## src/verilog/imrc_defs.svh

```systemverilog
// offsets, field positions, reset values and timing counts of the block
`ifndef IMRC_DEFS_SVH
`define IMRC_DEFS_SVH

// wishbone byte addresses
`define IMRC_ADR_CMD 8'h00
`define IMRC_ADR_PARAM 8'h04
`define IMRC_ADR_RES_LO 8'h08
`define IMRC_ADR_RES_HI 8'h0c
`define IMRC_ADR_STATUS 8'h10

// command register fields
`define IMRC_CMD_CODE_LSB 0
`define IMRC_CMD_AXIS_LSB 8

// command codes
`define IMRC_CODE_MODE 8'h2a
`define IMRC_CODE_STEP 8'h6f
`define IMRC_CODE_RD_LOGPOS 8'h30
`define IMRC_CODE_RD_REALPOS 8'h31
`define IMRC_CODE_RD_VELO 8'h32
`define IMRC_CODE_RD_RAMP 8'h33
`define IMRC_CODE_RD_HOLD0 8'h34
`define IMRC_CODE_RD_HOLD1 8'h35

// interpolation mode word fields
`define IMRC_MODE_AXIS_LSB 0
`define IMRC_MODE_SWAP 4
`define IMRC_MODE_VSPD_LSB 6
`define IMRC_MODE_EQUAL 8
`define IMRC_MODE_STEP 9
`define IMRC_MODE_MLT_LSB 10
`define IMRC_MODE_FMAX 12
`define IMRC_MODE_IRQ_LSB 14
`define IMRC_MODE_IRQ_HI 15
`define IMRC_MODE_RESV_MASK 16'h2020
`define IMRC_MODE_RESET 16'h0000

// status register fields
`define IMRC_ST_BUSY 0
`define IMRC_ST_IRQ 1
`define IMRC_ST_AXERR 2
`define IMRC_ST_MAIN_LSB 4
`define IMRC_ST_MODE_LSB 16

// pre-buffer stack count transitions
`define IMRC_STK_4 4'h4
`define IMRC_STK_3 4'h3
`define IMRC_STK_8 4'h8
`define IMRC_STK_7 4'h7

// read answer time
`define IMRC_CLK_MHZ 40
`define IMRC_RD_MAX_NS 125
`define IMRC_RD_MAX_CYC ((`IMRC_RD_MAX_NS * `IMRC_CLK_MHZ) / 1000)

`endif

```

## src/verilog/imrc_pkg.sv

```systemverilog
// types shared by the command interpreter files
package imrc_pkg;

  typedef enum logic {
    IMRC_IDLE,
    IMRC_LATCH
  } imrc_rd_state_type;

  typedef struct packed {
    logic [15:0] mode;
    logic [15:0] param;
    logic ack;
    logic [31:0] rdat;
    imrc_rd_state_type rd;
    logic [7:0] rd_code;
    logic [3:0] rd_axis;
    logic irq;
    logic err;
    logic ext_prev;
    logic [3:0] stack_prev;
    logic step;
  } imrc_core_state_type;

  typedef struct packed {
    logic [15:0] lo;
    logic [15:0] hi;
  } imrc_latch_state_type;

endpackage

```

## src/verilog/imrc_cmd_interp.sv

```systemverilog
// interpolation mode and data read-back command interpreter
//
// The address map and register access over Wishbone are this design's own decisions.
`timescale 1ns/1ps
`default_nettype none
`include "imrc_defs.svh"

module imrc_cmd_interp #(
  parameter int NUM_AXES = 4,
  parameter int DATA_W = 32,
  parameter logic [7:0] IRQ_CLEAR_CODE = 8'h6d,
  parameter logic [7:0] NEXT_NODE_CODE = 8'h6e,
  parameter logic [7:0] MODE_READ_CODE = 8'h3c
) (
  input wire logic clk_i,
  input wire logic rst_i,
  input wire logic wb_cyc_i,
  input wire logic wb_stb_i,
  input wire logic wb_we_i,
  input wire logic [7:0] wb_adr_i,
  input wire logic [3:0] wb_sel_i,
  input wire logic [31:0] wb_dat_i,
  output logic [31:0] wb_dat_o,
  output logic wb_ack_o,
  input wire logic [NUM_AXES-1:0][DATA_W-1:0] logical_position_count_i,
  input wire logic [NUM_AXES-1:0][DATA_W-1:0] real_position_count_i,
  input wire logic [NUM_AXES-1:0][DATA_W-1:0] present_velocity_i,
  input wire logic [NUM_AXES-1:0][DATA_W-1:0] present_ramp_rate_i,
  input wire logic [NUM_AXES-1:0][DATA_W-1:0] general_hold_zero_i,
  input wire logic [NUM_AXES-1:0][DATA_W-1:0] general_hold_one_i,
  input wire logic [NUM_AXES-1:0] axis_driving_i,
  input wire logic interp_active_i,
  input wire logic [3:0] stack_count_i,
  input wire logic cont_interp_done_i,
  input wire logic ext_advance_pulse_n_i,
  output logic [NUM_AXES-1:0] interp_axis_en_o,
  output logic [NUM_AXES-1:0] main_axis_o,
  output logic circle_axis_swap_o,
  output logic [1:0] vector_speed_sel_o,
  output logic short_axis_equalize_o,
  output logic interp_step_o,
  output logic [1:0] multichip_role_o,
  output logic manual_finish_max_o,
  output logic [1:0] fifo_irq_sel_o,
  output logic interp_irq_n_o,
  output logic [15:0] result_low_reg_o,
  output logic [15:0] result_high_reg_o
);

  imrc_pkg::imrc_core_state_type q, d;

  logic bus_req;
  logic wr_take;
  logic [7:0] wr_code;
  logic [3:0] wr_axis;
  logic cmd_write;
  logic axis_onehot;
  logic is_read_code;
  logic irq_event;
  logic irq_clear;
  logic [NUM_AXES-1:0] main_sel;
  logic [1:0] rd_idx;
  logic [DATA_W-1:0] rd_value;
  logic rd_two_byte;
  logic rd_load;
  logic [31:0] status_word;

  if (NUM_AXES != 4 || DATA_W != 32) begin : g_chk
    $error("imrc_cmd_interp serves four axes of 32-bit data only");
  end

  // bus request decode; writes land at the edge ack is sampled
  assign bus_req = wb_cyc_i && wb_stb_i;
  assign wr_take = bus_req && wb_we_i && q.ack;
  assign wr_code = wb_dat_i[`IMRC_CMD_CODE_LSB +: 8];
  assign wr_axis = wb_dat_i[`IMRC_CMD_AXIS_LSB +: 4];
  assign cmd_write = wr_take && (wb_adr_i == `IMRC_ADR_CMD) &&
                     wb_sel_i[0];
  assign axis_onehot = $onehot(wr_axis);
  assign is_read_code = (wr_code >= `IMRC_CODE_RD_LOGPOS) &&
                        (wr_code <= `IMRC_CODE_RD_HOLD1);

  // fixed priority X, Y, Z, U
  always_comb begin
    main_sel = '0;
    for (int i = NUM_AXES - 1; i >= 0; i--) begin
      if (q.mode[`IMRC_MODE_AXIS_LSB + i]) begin
        main_sel = '0;
        main_sel[i] = 1'b1;
      end
    end
  end

  // stack count transitions picked by mode
  assign irq_event =
    (q.mode[`IMRC_MODE_IRQ_LSB] && q.stack_prev == `IMRC_STK_4 &&
     stack_count_i == `IMRC_STK_3) ||
    (q.mode[`IMRC_MODE_IRQ_HI] && q.stack_prev == `IMRC_STK_8 &&
     stack_count_i == `IMRC_STK_7);

  // three ways to release the interrupt
  assign irq_clear = cont_interp_done_i ||
    (cmd_write && (wr_code == IRQ_CLEAR_CODE ||
                   wr_code == NEXT_NODE_CODE));

  // index of the single axis named by the pending read
  always_comb begin
    rd_idx = 2'd0;
    for (int i = 0; i < NUM_AXES; i++) begin
      if (q.rd_axis[i]) begin
        rd_idx = 2'(i);
      end
    end
  end

  // select the requested value, sampled in one cycle
  always_comb begin
    rd_value = '0;
    rd_two_byte = 1'b0;
    // values passed bit for bit, sign kept
    unique case (q.rd_code)
      // position counters, two's complement as held
      `IMRC_CODE_RD_LOGPOS: rd_value = logical_position_count_i[rd_idx];
      `IMRC_CODE_RD_REALPOS: rd_value = real_position_count_i[rd_idx];
      `IMRC_CODE_RD_VELO: begin
        // zero when stopped, only main axis in interpolation
        if (axis_driving_i[rd_idx] &&
            (!interp_active_i || main_sel[rd_idx])) begin
          rd_value = present_velocity_i[rd_idx];
        end
      end
      `IMRC_CODE_RD_RAMP: begin
        if (axis_driving_i[rd_idx]) begin
          rd_value = present_ramp_rate_i[rd_idx];
        end
      end
      // general hold registers, signed 32 bits
      `IMRC_CODE_RD_HOLD0: rd_value = general_hold_zero_i[rd_idx];
      `IMRC_CODE_RD_HOLD1: rd_value = general_hold_one_i[rd_idx];
      MODE_READ_CODE: begin
        // mode word is a two-byte answer
        rd_value = {16'h0000, q.mode};
        rd_two_byte = 1'b1;
      end
      default: rd_value = '0;
    endcase
  end

  // latch one cycle after the command
  assign rd_load = (q.rd == imrc_pkg::IMRC_LATCH);

  // status word seen by software
  always_comb begin
    status_word = '0;
    status_word[`IMRC_ST_BUSY] = rd_load;
    status_word[`IMRC_ST_IRQ] = q.irq;
    status_word[`IMRC_ST_AXERR] = q.err;
    status_word[`IMRC_ST_MAIN_LSB +: 4] = main_sel;
    status_word[`IMRC_ST_MODE_LSB +: 16] = q.mode;
  end

  // next state of the whole block
  always_comb begin
    d = q;
    d.ack = bus_req && !q.ack;
    d.step = 1'b0;
    d.ext_prev = ext_advance_pulse_n_i;
    d.stack_prev = stack_count_i;
    d.rd = imrc_pkg::IMRC_IDLE;
    // read data captured with the ack
    if (bus_req && !q.ack && !wb_we_i) begin
      unique case (wb_adr_i)
        `IMRC_ADR_RES_LO: d.rdat = {16'h0000, result_low_reg_o};
        `IMRC_ADR_RES_HI: d.rdat = {16'h0000, result_high_reg_o};
        `IMRC_ADR_STATUS: d.rdat = status_word;
        default: d.rdat = '0;
      endcase
    end
    // parameter word holding register, per byte lane
    if (wr_take && wb_adr_i == `IMRC_ADR_PARAM) begin
      if (wb_sel_i[0]) begin
        d.param[7:0] = wb_dat_i[7:0];
      end
      if (wb_sel_i[1]) begin
        d.param[15:8] = wb_dat_i[15:8];
      end
    end
    if (cmd_write) begin
      // mode load is global, axis field ignored
      if (wr_code == `IMRC_CODE_MODE) begin
        d.mode = q.param & ~`IMRC_MODE_RESV_MASK;
      end
      // single-step command only in step mode
      if (wr_code == `IMRC_CODE_STEP) begin
        d.step = q.mode[`IMRC_MODE_STEP];
      end
      if (wr_code == MODE_READ_CODE) begin
        d.rd = imrc_pkg::IMRC_LATCH;
        d.rd_code = wr_code;
      end
      // a read naming other than one axis is refused
      if (is_read_code) begin
        if (axis_onehot && wb_sel_i[1]) begin
          d.rd = imrc_pkg::IMRC_LATCH;
          d.rd_code = wr_code;
          d.rd_axis = wr_axis;
          d.err = 1'b0;
        end else begin
          d.err = 1'b1;
        end
      end
    end
    // falling edge of the external advance pulse
    if (q.ext_prev && !ext_advance_pulse_n_i &&
        q.mode[`IMRC_MODE_STEP]) begin
      d.step = 1'b1;
    end
    // a new event wins over a clear in the same cycle
    d.irq = irq_event || (q.irq && !irq_clear);
  end

  always_ff @(posedge clk_i) begin
    if (rst_i) begin
      q <= '0;
      q.mode <= `IMRC_MODE_RESET;
      q.ext_prev <= 1'b1;
      q.rd <= imrc_pkg::IMRC_IDLE;
    end else begin
      q <= d;
    end
  end

  // one-edge capture of the selected value
  imrc_result_latch #(
    .DATA_W(DATA_W)
  ) u_result (
    .clk_i(clk_i),
    .rst_i(rst_i),
    .load_i(rd_load),
    .two_byte_i(rd_two_byte),
    .value_i(rd_value),
    .result_low_o(result_low_reg_o),
    .result_high_o(result_high_reg_o)
  );

  // mode word fields driven out to the interpolation engine
  // axis enables
  assign interp_axis_en_o = q.mode[`IMRC_MODE_AXIS_LSB +: 4];
  assign main_axis_o = main_sel;
  assign circle_axis_swap_o = q.mode[`IMRC_MODE_SWAP];
  assign vector_speed_sel_o = q.mode[`IMRC_MODE_VSPD_LSB +: 2];
  assign short_axis_equalize_o = q.mode[`IMRC_MODE_EQUAL];
  assign multichip_role_o = q.mode[`IMRC_MODE_MLT_LSB +: 2];
  assign manual_finish_max_o = q.mode[`IMRC_MODE_FMAX];
  assign fifo_irq_sel_o = q.mode[`IMRC_MODE_IRQ_LSB +: 2];
  assign interp_step_o = q.step;
  assign interp_irq_n_o = !q.irq;
  assign wb_ack_o = q.ack;
  assign wb_dat_o = q.rdat;

  // checks
  localparam int RD_MAX = `IMRC_RD_MAX_CYC;
endmodule

`default_nettype wire

```

## src/verilog/imrc_result_latch.sv

```systemverilog
// result register pair loaded in one edge from a sampled value
`timescale 1ns/1ps
`default_nettype none
`include "imrc_defs.svh"

module imrc_result_latch #(
  parameter int DATA_W = 32
) (
  input wire logic clk_i,
  input wire logic rst_i,
  input wire logic load_i,
  input wire logic two_byte_i,
  input wire logic [DATA_W-1:0] value_i,
  output logic [DATA_W/2-1:0] result_low_o,
  output logic [DATA_W/2-1:0] result_high_o
);

  imrc_pkg::imrc_latch_state_type q, d;

  if (DATA_W != 32) begin : g_chk
    $error("imrc_result_latch serves only 32-bit results");
  end

  // both halves taken from the same sample
  always_comb begin
    d = q;
    if (load_i) begin
      // low half low, high half high
      d.lo = value_i[15:0];
      d.hi = two_byte_i ? 16'h0000 : value_i[31:16];
    end
  end

  always_ff @(posedge clk_i) begin
    if (rst_i) begin
      q <= '0;
    end else begin
      q <= d;
    end
  end

  assign result_low_o = q.lo;
  assign result_high_o = q.hi;
endmodule

`default_nettype wire

```

## config.mk

```make
export PLATFORM = sky130hd
export DESIGN_NAME = imrc_cmd_interp
export DESIGN_NICKNAME = d
export VERILOG_FILES = /design/src/verilog/imrc_pkg.sv /design/src/verilog/imrc_cmd_interp.sv /design/src/verilog/imrc_result_latch.sv
export VERILOG_INCLUDE_DIRS = /design/src /design/src/verilog
export SDC_FILE = /design/constraint.sdc
export NUM_CORES = 1
export LEC_CHECK = 0
export ABC_AREA = 1
export BUFFER_PORTS_ARGS = -buffer_cell sky130_fd_sc_hd__buf_2
export CAP_MARGIN = 10
export CORE_AREA = 2 2 353 355
export DETAILED_ROUTE_END_ITERATION = 8
export DIE_AREA = 0 0 355 357
export PLACE_DENSITY = 0.41
export SETUP_SLACK_MARGIN = 0.1
export SYNTH_ARGS = -nofsm -noshare
export SYNTH_HDL_FRONTEND = slang
export SYNTH_HIERARCHICAL = 1
export SYNTH_SLANG_ARGS = --single-unit
```

## constraint.sdc

```tcl
create_clock -name clk_i -period 2.82 [get_ports clk_i]
set_input_delay 0.423 -clock clk_i [delete_from_list [all_inputs] [get_ports clk_i]]
set_output_delay 0.423 -clock clk_i [all_outputs]
set_load 0.02 [all_outputs]
```

==> impl_results.md <==
* DR top layer: met5
* Latest clock arrival within the worst-skew pair at 0.40 ns
* Hold WC Path Type: in2reg
* Hold WS at 0.226 ns
* Cts-stage hold buffer count at 0
* Average via count per standard cell at 3.99
* Routed Antenna Nets at 0
* Routed length on met1 at 49200 um
* CP Capture Type: register
* # nets final at 4067
* Pre-antenna DRT Iters at 7
* Sequential share of the synthesized area at 17.6%
* PwrDens at 209 nW/um^2
* Placement Cell Area at 19400 sq um
* Slew HR at 49.9%
* Commonest non-fill, non-tap cell in the layout: buf_2
* Asr flop ratio synth at 0%
* Final worst path period share at 91.8%
* Crit path cell chain: nor2_4 -> buf_12 -> buf_12 -> buf_4 -> o21ai_0 -> o21ai_1 -> buf_4 -> inv_1 -> nor2_1 -> nor2_1 -> nand3_1 -> nand3_1 -> a21oi_2
* H-tree depth at 3
* Slack of the critical path at 0.231 ns
* Syn Inst Count at 2398
* Die Wd at 355 um
* Remaining global-route overflow at 0
* FMAX at 386 MHz
* Initial core utilization at 10.3%
* Status: complete, no violations
* Skew final at 0.0219 ns
* Slew Viols, Final at 0
* GP Congestion at 0.979
* Flops & latches, synth at 111
* Setup crit start kind: register
* Inst Count DP at 4859
* First-pass GRT wire length at 153000 um
* Leak at 9.45 nW
* Via count at 19500
* Number of unique standard cell types used by synthesis at 43
* Synth warn at 6
* Clock Tree Buf Depth at 2
* CP max-delay cell: dfxtp_2
* WL final at 116000 um
* Largest net degree at the start of global routing at 84
* Layout cells sized above 1 at 35.0%
* Max cap viols at 0
* Area delta synth->final at 56.8%
* Crit path max fanout at 50
* Post-place setup slack at -0.0737 ns
* Tot Pwr at 4.15 mW
* CTS tree: built
* Post-Syn Area at 12700 sq um
* Final Hold Vio Count at 0
* Number of DRC markers in iteration 0 at 1438
* Met2 Routed Length at 58200 um
* Most frequent cells in the layout: buf_2, nor2_1, o21ai_0, nand2_1, nand3_1
* Final non-filler cell total at 4888
* Slew @ Worst Pin at 0.750 ns
* Critical path required time at 3.14 ns
* Avg WL per Cell at 23.6 um
* Die Ht at 357 um
* # DRC at 0
* Minimum clock period at 2.59 ns
* Top FF cell, synth: dfxtp_1
* Finished layout cell area at 19900 sq um
* Clock Pin Slew Worst Setup and Hold Paths at 0.11 ns
* Ports at 912
* RSZ-0062 raised after global routing: false
* Layout filler cell count at 14800
* Syn avg cell area at 5.28 sq um
* Final setup viols at 0
* Global-route usage over all layers at 17.2%
* Initial antenna violation count at 42
* Die ar. at 127000 sq um
* Number of port buffers at 890
* Peak VDD IR at 0.000247 V
* FP Rows at 129
* Total CTS buffers at 9
* Vias in the first global route at 19100
* Core ar. at 123000 sq um
* Clock Sinks at 111
* Kind of critical path: reg2reg
* Met3 wire length at 6040 um
* Max incr delay on CP at 0.40 ns
* Post-synth EDFFs at 0
* DP HPWL at 98000 um
* Clk root buf: clkbuf_16
* CP Data Arrival Time at 2.90 ns
==> cell usage after synthesis (2+ instances only) <==
library cell | instances | area share, %
nand3_1 | 136 | 5.4
o21ai_0 | 441 | 17
buf_2 | 89 | 3.5
inv_1 | 99 | 2.9
nand4_1 | 14 | 0.69
nor2_2 | 3 | 0.15
clkbuf_2 | 4 | 0.16
buf_1 | 6 | 0.18
nand2_2 | 13 | 0.64
nand2_1 | 296 | 8.8
o22ai_1 | 23 | 1.1
a21oi_1 | 131 | 5.2
buf_12 | 2 | 0.32
nor4_1 | 2 | 0.099
ha_1 | 2 | 0.20
buf_6 | 12 | 1.1
dfxtp_1 | 111 | 18
nor2_4 | 4 | 0.36
nor3_1 | 11 | 0.43
clkbuf_1 | 54 | 1.6
buf_4 | 56 | 3.3
nor3_2 | 3 | 0.24
a21oi_2 | 12 | 0.83
o21ai_1 | 73 | 2.9
o21a_1 | 14 | 0.83
inv_2 | 5 | 0.15
nor2_1 | 766 | 23
==> layout make-up <==
class / instances / area, sq um / share of cell area [%]
Timing Repair Buffer: 1049 / 5960 / 30.0
Tap cell: 1637 / 2050 / 10.3
Sequential cell: 111 / 2230 / 11.2
Multi-Input combinational cell: 1959 / 8850 / 44.6
Clock inverter: 7 / 103 / 0.517
Inverter: 106 / 415 / 2.09
Antenna cell: 10 / 25.0 / 0.126
Clock buffer: 9 / 225 / 1.13
==> kinds of logic (layout without fill, tap and decap cells) <==
kind of cell / Yosys count / in the layout / share of synthesized area (%)
simple gates: 1255 / 1256 / 40.0
compound gates: 698 / 698 / 28.6
buf+inv: 330 / 1171 / 13.4
flops: 111 / 111 / 17.6
fa+ha+maj: 3 / 3 / 0.356
other cells: 1 / 12 / 0.0296
==> through the flow <==
step           utilization (%)  TNS (ns)
2_1_floorplan                -         0
3_3_place_gp              15.8    -0.163
3_5_place_dp              15.8    -0.362
4_1_cts                   16.1         0
5_1_grt                   16.1         0
6_report                  16.1         0
==> where the power goes <==
group / switching, mW / total [mW] / internal (mW) / leakage [nW]
sequential: 0.00653 / 1.59 / 1.58 / 0.899
clock: 0.821 / 1.49 / 0.674 / 0.161
combinational: 0.523 / 1.07 / 0.544 / 8.39
total: 1.35 / 4.15 / 2.80 / 9.45
==> worst paths after layout <==
kind	startpoint	endpoint	slack, ns	depth (start not counted)
worst max-delay path	q[11]	u_result/result_high_o[9]	0.23	13
worst min-delay path	ext_advance_pulse_n_i	q[5]	0.23	2
worst max register to register	q[11]	u_result/result_high_o[9]	0.23	13
worst min register to register	q[65]	q[65]	0.45	2
==> critical path: cells and delay by family, from the launching register on <==
family / cells / cell delay, ns
AND/OR/NAND/NOR: 5 / 0.57
buffers and inverters: 5 / 0.88
AO/OA/AOI/OAI: 3 / 0.55
flip-flops: 1 / 0.40
==> state kept, by name, summed over array words and instances (netlist names) <==
name / cells
circle_axis_swap_o: 1
interp_axis_en_o: 4
wb_ack_o: 1
vector_speed_sel_o: 2
multichip_role_o: 2
manual_finish_max_o: 1
interp_step_o: 1
q: 33
fifo_irq_sel_o: 2
u_result/result_low_o: 16
short_axis_equalize_o: 1
u_result/result_high_o: 16
wb_dat_o: 30
rd_load: 1
==> routing by layer <==
metal  GRT usage [%]  vias to the layer above
met2            31.4                      751
met3            2.68                       84
met1            21.5                     9125
met5               0                        -
li1                -                     9497
met4            2.80                       22
==> what timing repair did <==
action                                  CTS  global route
buffers inserted                          0             2
endpoints found under the setup margin   22            10
gates resized for setup                  10            11
pin swaps                                 1             1
gates cloned                              0             1
(Power assumes the default switching activity.)
